`config.mk`:
```
export PLATFORM = sky130hd
export DESIGN_NAME = dfr_supervisor
export DESIGN_NICKNAME = d
export VERILOG_FILES = /design/src/hdl/dfr_supervisor.v
export VERILOG_INCLUDE_DIRS = /design/src /design/src/hdl
export SDC_FILE = /design/constraint.sdc
export NUM_CORES = 1
export LEC_CHECK = 0
export BUFFER_PORTS_ARGS = -buffer_cell sky130_fd_sc_hd__buf_2
export CELL_PAD_IN_SITES_DETAIL_PLACEMENT = 0
export CELL_PAD_IN_SITES_GLOBAL_PLACEMENT = 1
export CORE_UTILIZATION = 46
export DETAILED_ROUTE_END_ITERATION = 8
export PLACE_DENSITY_LB_ADDON = 0.1
export RECOVER_POWER = 100
export SLEW_MARGIN = 20
export SYNTH_ARGS = -nofsm -noshare
export SYNTH_HDL_FRONTEND = slang
export SYNTH_SLANG_ARGS = --single-unit
```
`constraint.sdc`:
```
create_clock -name clock -period 15.9 [get_ports clock]
set_input_delay 3.18 -clock clock [delete_from_list [all_inputs] [get_ports clock]]
set_output_delay 3.18 -clock clock [all_outputs]
set_load 0.005 [all_outputs]
```
`src/hdl/dfr_defs.vh`:
```
/*
 * Constants for the drive fault-recovery supervisor: APB register offsets,
 * field positions, reset values, function codes and timing counts.
 * Assumes a 125 MHz system clock and inclusion by bare name.
 */
`ifndef DFR_DEFS_VH
`define DFR_DEFS_VH

`define DFR_CLK_HZ            125000000
// Reference-loss window, milliseconds, and its cycle count (rounded down).
`define DFR_LOSS_WIN_MS       400
`define DFR_LOSS_WIN_CYC      ((`DFR_CLK_HZ / 1000) * `DFR_LOSS_WIN_MS)
// Fault-free run time that clears the attempt counter, minutes.
`define DFR_CLEAR_MIN         10
`define DFR_CLEAR_CYC         (40'd60 * `DFR_CLK_HZ * `DFR_CLEAR_MIN)
// Loss threshold: the drop is at least 90 percent of the window's start.
`define DFR_LOSS_PCT          90
`define DFR_HOLD_PCT          80

// Register byte offsets.
`define DFR_REG_CTRL          12'h000
`define DFR_REG_OUTSEL        12'h004
`define DFR_REG_STATUS        12'h008
`define DFR_REG_IRQ_STAT      12'h00C
`define DFR_REG_IRQ_MASK      12'h010
`define DFR_REG_HOLD          12'h014

// Control register fields.
`define DFR_CTRL_LOSS_SEL     0
`define DFR_CTRL_RST_CONTACT  1
`define DFR_CTRL_BRK_EN       2
`define DFR_CTRL_RIDE_LSB     4
`define DFR_CTRL_LIMIT_LSB    8
`define DFR_CTRL_RESET        32'h0000_0000
`define DFR_LIMIT_MAX         4'hA

// Contact output function codes.
`define DFR_FN_REF_LOSS       8'h0C
`define DFR_FN_BRAKE          8'h0D
`define DFR_FN_RESTART        8'h1E
`define DFR_FN_FAULT          8'h0E

// Interrupt event bits.
`define DFR_EV_LOSS           0
`define DFR_EV_RESTART        1
`define DFR_EV_TRIP           2
`define DFR_EV_BRAKE          3
`define DFR_EV_CLEAR          4
`define DFR_EV_W              5

`endif

```
`src/hdl/dfr_supervisor.v`:
```
/*
 * Drive fault-recovery supervisor: reference-loss detection with optional
 * held speed, automatic restart with attempt counter, braking resistor
 * overheat protection and five programmable contact outputs, all set
 * up over APB.
 * Assumes fault inputs are synchronous levels, the speed search and the
 * self-diagnosis are done elsewhere and answered by handshake.
 */
// Local design decisions: the APB interface to the registers and the address map.
`timescale 1ns/1ps
`include "dfr_defs.vh"

module dfr_supervisor #(
    parameter [31:0] LOSS_WIN_CYC = `DFR_LOSS_WIN_CYC, // Loss window.
    parameter [39:0] CLEAR_CYC    = `DFR_CLEAR_CYC     // Counter clear time.
) (
    input  wire        clock,                 // 125 MHz system clock.
    input  wire        rst,                   // Synchronous reset, high.
    input  wire [11:0] paddr,                 // APB address.
    input  wire        psel,                  // APB select.
    input  wire        penable,               // APB enable.
    input  wire        pwrite,                // APB write.
    input  wire [31:0] pwdata,                // APB write data.
    output wire        pready,                // APB ready, always high.
    output reg  [31:0] prdata,                // APB read data.
    output wire        pslverr,               // APB error, unmapped.
    input  wire [15:0] freq_ref,              // Analog frequency reference.
    input  wire [15:0] run_freq,              // Present output frequency.
    input  wire        running,               // Drive is running.
    input  wire        overcurrent_fault,     // Fault input.
    input  wire        ground_fault,          // Fault input.
    input  wire        fuse_blown_fault,      // Fault input.
    input  wire        overvoltage_fault,     // Fault input.
    input  wire        undervoltage_fault,    // Fault input.
    input  wire        mains_voltage_fault,   // Fault input.
    input  wire        output_phase_loss_fault, // Fault input.
    input  wire        brake_res_overheat,    // Resistor overheat sensor.
    input  wire        brake_transistor_fault, // Fault input.
    input  wire        motor_overload_fault,  // Fault input.
    input  wire        drive_overload_fault,  // Fault input.
    input  wire        motor_overheat_fault,  // Fault input.
    input  wire        overtorque_fault_a,    // Fault input.
    input  wire        overtorque_fault_b,    // Fault input.
    input  wire        other_fault,           // Any non-eligible fault.
    input  wire        diag_done,             // Self-diagnosis finished.
    input  wire        diag_pass,             // Diagnosis found no error.
    input  wire        search_done,           // Speed search finished.
    input  wire        fault_reset,           // Operator fault reset pulse.
    output reg  [15:0] speed_ref,             // Speed reference to the drive.
    output reg         diag_start,            // Start self-diagnosis pulse.
    output reg         search_start,          // Start speed search pulse.
    output reg  [15:0] search_freq,           // Speed search start frequency.
    output reg         coast_stop,            // Cut output, coast to stop.
    output reg         trip_latched,          // Protection tripped.
    output reg         brake_res_overheat_alarm, // Operator display alarm.
    output reg  [4:0]  contact_out,           // Multi-function contacts.
    output wire        irq                    // Interrupt, high level.
);

    localparam [2:0] ST_RUN    = 3'd0;
    localparam [2:0] ST_DIAG   = 3'd1;
    localparam [2:0] ST_SEARCH = 3'd2;
    localparam [2:0] ST_TRIP   = 3'd3;
    localparam [2:0] ST_ACKED  = 3'd4;

    reg  [31:0] ctrl;
    reg  [39:0] outsel;
    reg  [4:0]  irq_stat;
    reg  [4:0]  irq_mask;
    reg  [2:0]  state;
    reg  [3:0]  attempts;
    reg  [39:0] clear_cnt;
    reg         restarted;
    reg  [31:0] win_cnt;
    reg  [15:0] win_start;
    reg         ref_lost;
    reg  [15:0] held_speed;
    reg  [15:0] pre_loss;
    reg  [4:0]  ev;
    reg  [2:0]  next_state;

    wire loss_sel     = ctrl[`DFR_CTRL_LOSS_SEL];
    wire rst_contact  = ctrl[`DFR_CTRL_RST_CONTACT];
    wire brk_en       = ctrl[`DFR_CTRL_BRK_EN];
    wire [1:0] ride   = ctrl[`DFR_CTRL_RIDE_LSB +: 2];
    wire [3:0] limit  = ctrl[`DFR_CTRL_LIMIT_LSB +: 4];

    wire apb_wr = psel & penable & pwrite;
    wire mapped = (paddr == `DFR_REG_CTRL) | (paddr == `DFR_REG_OUTSEL) |
                  (paddr == `DFR_REG_STATUS) | (paddr == `DFR_REG_IRQ_STAT) |
                  (paddr == `DFR_REG_IRQ_MASK) | (paddr == `DFR_REG_HOLD);
    assign pready  = 1'b1;
    assign pslverr = psel & penable & ~mapped;
    assign irq     = |(irq_stat & irq_mask);

    // Overheat only counts as a fault while protection is enabled.
    wire brk_heat  = brake_res_overheat & brk_en;
    wire uv_ok     = undervoltage_fault &
                     ((ride == 2'd1) | (ride == 2'd2));
    wire elig      = overcurrent_fault | ground_fault | fuse_blown_fault |
                     overvoltage_fault | uv_ok | mains_voltage_fault |
                     output_phase_loss_fault | brk_heat |
                     brake_transistor_fault | motor_overload_fault |
                     drive_overload_fault | motor_overheat_fault |
                     overtorque_fault_a | overtorque_fault_b;
    wire inelig    = other_fault |
                     (undervoltage_fault & ~uv_ok);
    wire any_fault = elig | inelig;

    // A window compare with 32-bit products avoids a divider.
    wire [31:0] drop_x100 = ({16'h0000, win_start} -
                             {16'h0000, freq_ref}) * 32'd100;
    wire [31:0] start_x90 = {16'h0000, win_start} * `DFR_LOSS_PCT;
    wire loss_hit = (freq_ref < win_start) && (win_start != 16'h0000) &&
                    (drop_x100 >= start_x90);
    wire [31:0] hold_x80 = {16'h0000, pre_loss} * `DFR_HOLD_PCT;
    // Eighty percent of a 16-bit value always fits back in 16 bits.
    wire [31:0] hold_val = hold_x80 / 32'd100;

    always @(posedge clock) begin
        if (rst) begin
            win_cnt    <= 32'h0000_0000;
            win_start  <= 16'h0000;
            ref_lost   <= 1'b0;
            held_speed <= 16'h0000;
            pre_loss   <= 16'h0000;
        end else begin
            if (win_cnt >= LOSS_WIN_CYC - 32'd1) begin
                win_cnt   <= 32'h0000_0000;
                win_start <= freq_ref;
                if (!ref_lost)
                    pre_loss <= win_start;
            end else begin
                win_cnt <= win_cnt + 32'd1;
            end
            // Loss stands until the reference comes back to the hold or above.
            if (loss_hit && !ref_lost) begin
                ref_lost   <= 1'b1;
                held_speed <= hold_val[15:0];
            end else if (ref_lost && freq_ref >= held_speed) begin
                ref_lost <= 1'b0;
            end
        end
    end

    always @(posedge clock) begin
        if (rst)
            speed_ref <= 16'h0000;
        else if (ref_lost && loss_sel)
            speed_ref <= held_speed;
        else
            speed_ref <= freq_ref;
    end

    always @* begin
        next_state = state;
        case (state)
            ST_RUN:
                if (inelig || (elig && !running))
                    next_state = ST_TRIP;
                else if (elig && attempts >= limit)
                    next_state = ST_TRIP;
                else if (elig)
                    next_state = ST_DIAG;
            ST_DIAG:
                if (diag_done)
                    next_state = diag_pass ? ST_SEARCH : ST_TRIP;
            ST_SEARCH:
                if (search_done)
                    next_state = ST_RUN;
            ST_TRIP:
                if (!any_fault)
                    next_state = ST_ACKED;
            ST_ACKED:
                if (any_fault)
                    next_state = ST_TRIP;
                else if (fault_reset)
                    next_state = ST_RUN;
            default:
                next_state = ST_TRIP;
        endcase
    end

    always @(posedge clock) begin
        if (rst) begin
            state        <= ST_RUN;
            attempts     <= 4'h0;
            clear_cnt    <= 40'h00_0000_0000;
            restarted    <= 1'b0;
            diag_start   <= 1'b0;
            search_start <= 1'b0;
            search_freq  <= 16'h0000;
        end else begin
            state        <= next_state;
            diag_start   <= (state == ST_RUN) && (next_state == ST_DIAG);
            search_start <= 1'b0;
            if (state == ST_RUN && next_state == ST_DIAG)
                search_freq <= run_freq;
            if (state == ST_DIAG && next_state == ST_SEARCH) begin
                search_start <= 1'b1;
                attempts     <= attempts + 4'h1;
                restarted    <= 1'b1;
                clear_cnt    <= 40'h00_0000_0000;
            end else if (state == ST_ACKED && next_state == ST_RUN) begin
                attempts  <= 4'h0;
                restarted <= 1'b0;
            end else if (state == ST_RUN && restarted && running &&
                         !any_fault) begin
                if (clear_cnt >= CLEAR_CYC - 40'd1) begin
                    attempts  <= 4'h0;
                    restarted <= 1'b0;
                    clear_cnt <= 40'h00_0000_0000;
                end else begin
                    clear_cnt <= clear_cnt + 40'd1;
                end
            end else if (any_fault) begin
                clear_cnt <= 40'h00_0000_0000;
            end
        end
    end

    wire restarting = (state == ST_DIAG) || (state == ST_SEARCH);
    wire tripped    = (state == ST_TRIP) || (state == ST_ACKED);
    wire fault_con  = tripped || (restarting && rst_contact);
    wire brk_cond   = brk_heat | brake_transistor_fault;

    always @(posedge clock) begin
        if (rst) begin
            coast_stop               <= 1'b0;
            trip_latched             <= 1'b0;
            brake_res_overheat_alarm <= 1'b0;
        end else begin
            coast_stop   <= tripped | restarting | brk_heat;
            trip_latched <= tripped;
            brake_res_overheat_alarm <= brk_heat;
        end
    end

    genvar gi;
    generate
        for (gi = 0; gi < 5; gi = gi + 1) begin : g_contact
            wire [7:0] fn = outsel[gi*8 +: 8];
            always @(posedge clock) begin
                if (rst)
                    contact_out[gi] <= 1'b0;
                else
                    case (fn)
                        `DFR_FN_REF_LOSS: contact_out[gi] <= ref_lost;
                        `DFR_FN_RESTART:  contact_out[gi] <= restarting;
                        `DFR_FN_BRAKE:    contact_out[gi] <= brk_cond;
                        `DFR_FN_FAULT:    contact_out[gi] <= fault_con;
                        default:          contact_out[gi] <= 1'b0;
                    endcase
            end
        end
    endgenerate

    always @* begin
        ev = 5'b00000;
        ev[`DFR_EV_LOSS]    = loss_hit & ~ref_lost;
        ev[`DFR_EV_RESTART] = (state == ST_DIAG) && (next_state == ST_SEARCH);
        ev[`DFR_EV_TRIP]    = (state != ST_TRIP) && (next_state == ST_TRIP);
        ev[`DFR_EV_BRAKE]   = brk_cond & ~brake_res_overheat_alarm;
        ev[`DFR_EV_CLEAR]   = restarted && (state == ST_RUN) &&
                              (clear_cnt >= CLEAR_CYC - 40'd1);
    end

    // Register writes; a new event wins over a write-one clear.
    always @(posedge clock) begin
        if (rst) begin
            ctrl     <= `DFR_CTRL_RESET;
            outsel   <= 40'h00_0000_0000;
            irq_stat <= 5'b00000;
            irq_mask <= 5'b00000;
        end else begin
            irq_stat <= ev | (irq_stat &
                        ~((apb_wr && paddr == `DFR_REG_IRQ_STAT) ?
                          pwdata[4:0] : 5'b00000));
            if (apb_wr && paddr == `DFR_REG_IRQ_MASK)
                irq_mask <= pwdata[4:0];
            if (apb_wr && paddr == `DFR_REG_CTRL) begin
                ctrl <= {20'h0_0000, pwdata[11:8] > `DFR_LIMIT_MAX ?
                         `DFR_LIMIT_MAX : pwdata[11:8],
                         2'b00, pwdata[5:4], 1'b0, pwdata[2:0]};
            end
            if (apb_wr && paddr == `DFR_REG_OUTSEL)
                outsel[31:0] <= pwdata;
            if (apb_wr && paddr == `DFR_REG_HOLD)
                outsel[39:32] <= pwdata[7:0];
        end
    end

    always @(posedge clock) begin
        if (rst)
            prdata <= 32'h0000_0000;
        else if (psel && !penable && !pwrite)
            case (paddr)
                `DFR_REG_CTRL:     prdata <= ctrl;
                `DFR_REG_OUTSEL:   prdata <= outsel[31:0];
                `DFR_REG_STATUS:   prdata <= {16'h0000, attempts, 1'b0,
                                    state, 3'b000, ref_lost, restarting,
                                    tripped, brk_cond, 1'b0};
                `DFR_REG_IRQ_STAT: prdata <= {27'h000_0000, irq_stat};
                `DFR_REG_IRQ_MASK: prdata <= {27'h000_0000, irq_mask};
                `DFR_REG_HOLD:     prdata <= {16'h0000, 8'h00,
                                              outsel[39:32]};
                default:           prdata <= 32'h0000_0000;
            endcase
    end

endmodule

```
==> implementation parameters, run 1 <==
Parameter                              Value

Global routing
  Global route total overflow    0
  Global-route wire length before repair    90,980 um
  Overall track demand over capacity in global routing    24.79%
  Largest net degree at the start of global routing    66
  Number of global-route vias before repair    17,584
  Antenna violations before repair    1

CTS
  Clock Latency Late Sink    0.57 ns
  Cell at the root of the clock tree    sky130_fd_sc_hd__clkbuf_16
  CTS sink cnt    262
  TritonCTS buffer count    30
  Number of buffers on the longest clock path    3
  CTS tree    done
  Clock input transition at the sequential cells of the worst setup and hold paths    0.06 ns
  H-tree Lvls    1
  CTS Hold Buffers Added    0
  Number of post-CTS setup repair buffers    0
  Post_cts resized    0

Critical path
  CP max stage cell    sky130_fd_sc_hd__mux2i_2
  Startpoint of the most critical register-to-register path    pre_loss[1]
  Slowest stage delay, CP    0.64 ns
  CP max FO    14
  Worst endpoint required time    16.20 ns
  R2R cell count    45
  Family of cells with the greatest summed delay on the critical path    compound AO/OA/AOI/OAI gates
  Crit path arrival time    14.75 ns
  Critical path start-end classification    reg2reg
  Buffers and inverters on the worst path    2
  Category of the worst setup path launch point    register
  Kind of end point of the critical path    register
  Setup slack on the worst flop-to-flop path    1.46 ns
  FF-to-FF End    held_speed[0]

STA
  Final critical path time including I/O delays and setup    14.44 ns
  Worst hold slack across all endpoints    0.4555 ns
  Headroom to the max-slew limit    -91.96%
  Post-route clock period utilization    90.84%
  Final-report max-slew violation count    304
  Unrepaired setup endpoints after global routing    false
  Worst Skew    0.01283 ns
  Total negative setup slack    0 ns
  Final count of negative-setup-slack endpoints    0
  Peak Freq    69.23 MHz
  PnR worst setup slack    1.456 ns
  Pin slew with the least headroom to its limit    2.879 ns
  Hold Violations, Final    0

Synthesis
  Most common library cells after synthesis    sky130_fd_sc_hd__nor2_1 (278), sky130_fd_sc_hd__dfxtp_1 (262), sky130_fd_sc_hd__nand2_1 (234), sky130_fd_sc_hd__a21oi_1 (232), sky130_fd_sc_hd__inv_1 (201)
  Post-synth EDFFs    0
  Proportion of synthesized flip-flops having asynchronous set or reset    0%
  Average instance area after synthesis    7.980 um2
  Warnings, synthesis    0
  Number of cells produced by synthesis    2,550
  Share of the synthesized area in the top cell type    25.77%
  Most numerous cell in the Yosys netlist    sky130_fd_sc_hd__nor2_1
  Synth area leader    sky130_fd_sc_hd__dfxtp_1
  Top_reg_cell synth    sky130_fd_sc_hd__dfxtp_1
  Leading cell types by total area after synthesis    sky130_fd_sc_hd__dfxtp_1 (26%), sky130_fd_sc_hd__ha_1 (11%), sky130_fd_sc_hd__a21oi_1 (5.7%)
  Distinct cells, synth    110
  Netlist area before placement    20,350 um2
  Sequential element share of the synthesized area    25.77%
  Register bit total from synthesis    262

Finish
  Utilization of the core after routing    52.09%
  Register cell area after layout    5245 um2
  Area overhead of the layout relative to synthesis    10.99%
  Filler instances    4,328
  Total Nets Final    2,998
  Layout cells sized above 1    9.692%
  Area of combinational cells with multiple inputs    13,910 um2

Min path
  Worst hold path startpoint    held_speed[11]
  Kind of path behind the tightest hold check    reg2reg
  Instance count along the most critical hold path    2
  Destination of the worst hold path    speed_ref[11]

Floorplan
  Cell row count    76
  Die outline width    212.3 um
  Starting density of the core    46.93%
  Floorplan die area    45,080 um2
  Area of the core region    43,360 um2
  Io pins    178
  Height of the chip    212.3 um

Placed design
  Port buffer count    176
  Dpl ws    1.635 ns
  Placer congestion estimate    0.8682
  Post-detail-place hpwl    43,920 um

Run
  Number of max-cap violations    7

Drt
  Vias post-DR    18,721
  Post-route DRC violation count    0
  Number of optimization iterations in the first detailed-route pass    5
  Iteration-0 DRC Markers    1,197
  Total length of routed wires    57,810 um
  Per-cell via count in the routed design    5.709
  Post-route antenna net violation count    0
  Avg WL per Cell    17.63 um

Outcome
  Status    complete, but fails checks
  Violations in the final reports    capacitance limit, slew limit
[state kept, by name, summed over array words and instances, names as in the netlist, 3 cells and up]
signal / count
win_cnt: 32
win_start: 16
state: 3
irq_stat: 5
pre_loss: 16
clear_cnt: 40
contact_out: 5
prdata: 32
outsel: 40
ctrl: 9
held_speed: 16
irq_mask: 5
search_freq: 16
speed_ref: 16
attempts: 4
[worst reg2reg max path: cells and delay by family (launching register included)]
family	cells	cell delay, ns
compound gates	26	8.26
xor+xnor	1	0.56
fa+ha+maj	4	1.16
buf+inv	2	0.23
flops	1	0.51
mux	2	0.85
simple gates	10	2.63
[routing by layer]
| layer | track usage [%] | wire length (um) |
|---|---|---|
| met1 | 34.20 | 27530 |
| met2 | 40.72 | 26460 |
| met3 | 3.368 | 2463 |
| met4 | 5.979 | 1353 |
| met5 | 0 | 0 |
[kinds of logic (layout without fill, tap and decap cells)]
family,count (synthesis),in the layout,share of synthesized area (%)
compound gates,679,679,22.76
xor+xnor,110,110,4.845
fa+ha+maj,229,229,15.72
buf+inv,312,450,6.130
flops,262,262,25.77
mux,81,81,4.138
other cells,2,8,0.03691
simple gates,875,875,20.60
[how the worst max path moves through the flow]
stage / depth (start not counted) / endpoint / startpoint
6_report: 45 / held_speed[0] / pre_loss[1]
5_1_grt: 45 / held_speed[0] / pre_loss[1]
4_1_cts: 45 / held_speed[0] / pre_loss[1]
3_5_place_dp: 45 / held_speed[0] / pre_loss[1]
3_3_place_gp: 44 / held_speed[0] / pre_loss[1]
2_1_floorplan: 52 / held_speed[0] / pre_loss[1]
[final cells by class]
class | instances | share of cell area [%]
multi-input combinational | 1981 | 61.60
sequential | 262 | 23.22
clock buffer | 47 | 4.321
timing repair buffer | 192 | 4.011
inverter | 203 | 3.374
tap | 585 | 3.241
clock inverter | 8 | 0.2161
antenna | 1 | 0.01108
[layout by cell type (no fill, tap or decap), types with 26 or more instances in the layout]
cell                        netlist  routed
sky130_fd_sc_hd__nor2_1         278     278
sky130_fd_sc_hd__nor3_1          53      50
sky130_fd_sc_hd__ha_1           182     182
sky130_fd_sc_hd__a22oi_1         32      32
sky130_fd_sc_hd__clkbuf_1        83      70
sky130_fd_sc_hd__a211oi_1        30      29
sky130_fd_sc_hd__mux2i_1         67      67
sky130_fd_sc_hd__buf_2            7     112
sky130_fd_sc_hd__xnor2_1         65      65
sky130_fd_sc_hd__fa_1            45      45
sky130_fd_sc_hd__inv_1          201     201
sky130_fd_sc_hd__clkbuf_16        0      31
sky130_fd_sc_hd__dfxtp_1        262     262
sky130_fd_sc_hd__and3_1          50      49
sky130_fd_sc_hd__nand2_1        234     234
sky130_fd_sc_hd__o21bai_1        26      26
sky130_fd_sc_hd__nand3_1         59      59
sky130_fd_sc_hd__xor2_1          42      42
sky130_fd_sc_hd__a21oi_1        232     232
sky130_fd_sc_hd__a21o_1          32      32
sky130_fd_sc_hd__o21ai_0        113     113
[through the flow]
stage | instance area [um2] | instances
2_1_floorplan | 20370 | 2555
3_3_place_gp | 21650 | 3223
3_5_place_dp | 21650 | 3223
4_1_cts | 22670 | 3278
5_1_grt | 22590 | 3279
6_report | 22590 | 3279
Power of run 1 is left out: the tool's default activity adds up to more than one toggle a clock period on the data nets, which glitch-free logic cannot reach.
==> run 2, diff against run 1 <==
--- a/config.mk
+++ b/config.mk
@@ -9,7 +9,9 @@
 export BUFFER_PORTS_ARGS = -buffer_cell sky130_fd_sc_hd__buf_2
 export CELL_PAD_IN_SITES_DETAIL_PLACEMENT = 0
 export CELL_PAD_IN_SITES_GLOBAL_PLACEMENT = 1
+export CORE_ASPECT_RATIO = 0.75
 export CORE_UTILIZATION = 46
+export CTS_CLUSTER_SIZE = 20
 export DETAILED_ROUTE_END_ITERATION = 8
 export PLACE_DENSITY_LB_ADDON = 0.1
 export RECOVER_POWER = 100
==> implementation parameters, run 2 (synthesis gave the netlist of run 1 again) <==
Parameter                              Value

Critical path
  Setup slack on the worst flop-to-flop path    1.23 ns (-0.23 ns)
  Cell occurring most often along the worst timing path    sky130_fd_sc_hd__o31a_1
  Critical path start-end classification    reg2reg
  Crit path arrival time    15.15 ns (+0.40 ns)
  CP max stage cell    sky130_fd_sc_hd__mux2i_2
  Category of the worst setup path launch point    register
  FF-to-FF End    held_speed[0]
  Worst endpoint required time    16.38 ns (+0.18 ns)
  Buffers and inverters on the worst path    2 (unchanged)
  Family of cells with the greatest summed delay on the critical path    compound AO/OA/AOI/OAI gates
  R2R cell count    45 (unchanged)
  CP max FO    14 (unchanged)
  Startpoint of the most critical register-to-register path    pre_loss[1]
  Kind of end point of the critical path    register
  Slowest stage delay, CP    0.67 ns (+0.03 ns)

CTS
  Post_cts resized    0 (unchanged)
  Number of buffers on the longest clock path    3 (unchanged)
  H-tree Lvls    1 (unchanged)
  Cell at the root of the clock tree    sky130_fd_sc_hd__clkbuf_16
  CTS Hold Buffers Added    0 (unchanged)
  Clock input transition at the sequential cells of the worst setup and hold paths    0.06 ns (about the same)
  Clock Latency Late Sink    0.58 ns (about the same)
  CTS tree    done
  Number of post-CTS setup repair buffers    0 (unchanged)
  CTS sink cnt    262 (unchanged)
  TritonCTS buffer count    28 (-6.7%)

STA
  Total negative setup slack    0 ns (unchanged)
  Post-route clock period utilization    92.29% (+1.4 points)
  Unrepaired setup endpoints after global routing    false
  Final critical path time including I/O delays and setup    14.67 ns (+0.2301 ns)
  Final count of negative-setup-slack endpoints    0 (unchanged)
  Final-report max-slew violation count    181 (-40%)
  Pin slew with the least headroom to its limit    2.475 ns (-0.4039 ns)
  PnR worst setup slack    1.226 ns (-0.2301 ns)
  Worst Skew    0.01691 ns (+0.004082 ns)
  Headroom to the max-slew limit    -65.03% (+27 points)
  Peak Freq    68.15 MHz (-1.6%)
  Hold Violations, Final    0 (unchanged)

Finish
  Non-filler instance count after layout    3,272 (-0.21%)
  Utilization of the core after routing    51.96% (-0.13 points)
  Leading cell type in the layout, fill and taps excluded    sky130_fd_sc_hd__nor2_1
  Biggest registers after layout    clear_cnt (40), outsel (40)
  Total Nets Final    2,998 (unchanged)
  Layout cells sized above 1    9.473% (-0.22 points)
  Commonest cells after routing, fill and taps aside    sky130_fd_sc_hd__nor2_1 (278), sky130_fd_sc_hd__dfxtp_1 (262), sky130_fd_sc_hd__nand2_1 (233), sky130_fd_sc_hd__a21oi_1 (232), sky130_fd_sc_hd__inv_1 (201)
  Area overhead of the layout relative to synthesis    11.12%

Drt
  Avg WL per Cell    17.40 um (-1.3%)
  Post-route antenna net violation count    0 (unchanged)
  Number of optimization iterations in the first detailed-route pass    5 (unchanged)
  Per-cell via count in the routed design    5.677 (-0.57%)
  Vias post-DR    18,574 (-0.79%)
  Post-route DRC violation count    0 (unchanged)
  Iteration-0 DRC Markers    1,473 (+23%)
  Total length of routed wires    56,940 um (-1.5%)

Global routing
  Number of global-route vias before repair    17,192 (-2.2%)
  Largest net degree at the start of global routing    86 (+30%)
  Global-route wire length before repair    90,820 um (-0.17%)
  Global route total overflow    0 (unchanged)
  Overall track demand over capacity in global routing    24.52% (-0.27 points)
  Antenna violations before repair    4 (+3)

Min path
  Worst hold path startpoint    held_speed[3]
  Kind of path behind the tightest hold check    reg2reg
  Destination of the worst hold path    held_speed[3]
  Instance count along the most critical hold path    2 (unchanged)

Floorplan
  Height of the chip    184.2 um (-13%)
  Area of the core region    43,520 um2 (+0.36%)
  Die outline width    244.9 um (+15%)
  Floorplan die area    45,090 um2 (about the same)
  Starting density of the core    46.76% (-0.17 points)
  Io pins    178 (unchanged)
  Cell row count    66 (-13%)

Placed design
  Placer congestion estimate    0.8666 (-0.18%)
  Port buffer count    176 (unchanged)
  Post-detail-place hpwl    43,550 um (-0.84%)
  Placed Cells incl. Taps    3,218 (-0.16%)
  Dpl ws    1.424 ns (-0.2109 ns)

Outcome
  Status    complete, but fails checks
  Violations in the final reports    capacitance limit, slew limit

Run
  Number of max-cap violations    5 (-2)
## run 2: changes by cell type in the layout (fill, tap and decap cells not counted), moves of 3 or more
cell	change
sky130_fd_sc_hd__clkbuf_16	-3
sky130_fd_sc_hd__clkbuf_1	+3
sky130_fd_sc_hd__bufinv_16	+5
sky130_fd_sc_hd__clkbuf_8	-7
## run 2: layer usage
layer | routed length (um) | global-route usage (%)
met5 | 0 | 0
met4 | 1264 | 5.600
met3 | 2747 | 3.320
met2 | 24060 | 36.94
met1 | 28870 | 36.61
## run 2: worst max path at each step
stage	from	end	slack, ns	cells after the start
global route	pre_loss[1]	held_speed[0]	0.10	45
CTS	pre_loss[1]	held_speed[0]	1.34	44
detailed placement	pre_loss[1]	held_speed[0]	1.42	45
finish	pre_loss[1]	held_speed[0]	1.23	45
global placement	pre_loss[1]	held_speed[0]	1.72	44
floorplan	pre_loss[1]	held_speed[0]	3.99	52
## run 2: stage by stage
stage / area (um2) / hold WS (ns)
after floorplan: 20370 / 0.4299
after global placement: 21650 / 0.4416
after detailed placement: 21660 / 0.4567
after CTS: 22710 / 0.4573
after global routing: 22610 / 0.4757
final: 22610 / 0.4669
## run 2: worst register-to-register path: cells and delay by family (launching register included)
family | cells | cell delay (ns)
AOI/OAI and AO/OA | 26 | 8.39
and+or+nand+nor | 9 | 2.46
muxes | 3 | 1.24
adders and majority gates | 4 | 1.16
xor gates and xnor gates | 1 | 0.60
DFF | 1 | 0.51
buffers and inverters | 2 | 0.20
## run 2: area by class of cell
class	instances	area, um2
multi-input cells	1981	13910
fillers	4174	20910
clock inverters	14	240.2
flip-flops and latches	262	5245
repair buffers	194	915.9
well taps	578	723.2
inverters	203	762.0
clock buffers	38	808.3
diodes	2	5.005
Power of run 2 is left out for the same reason.
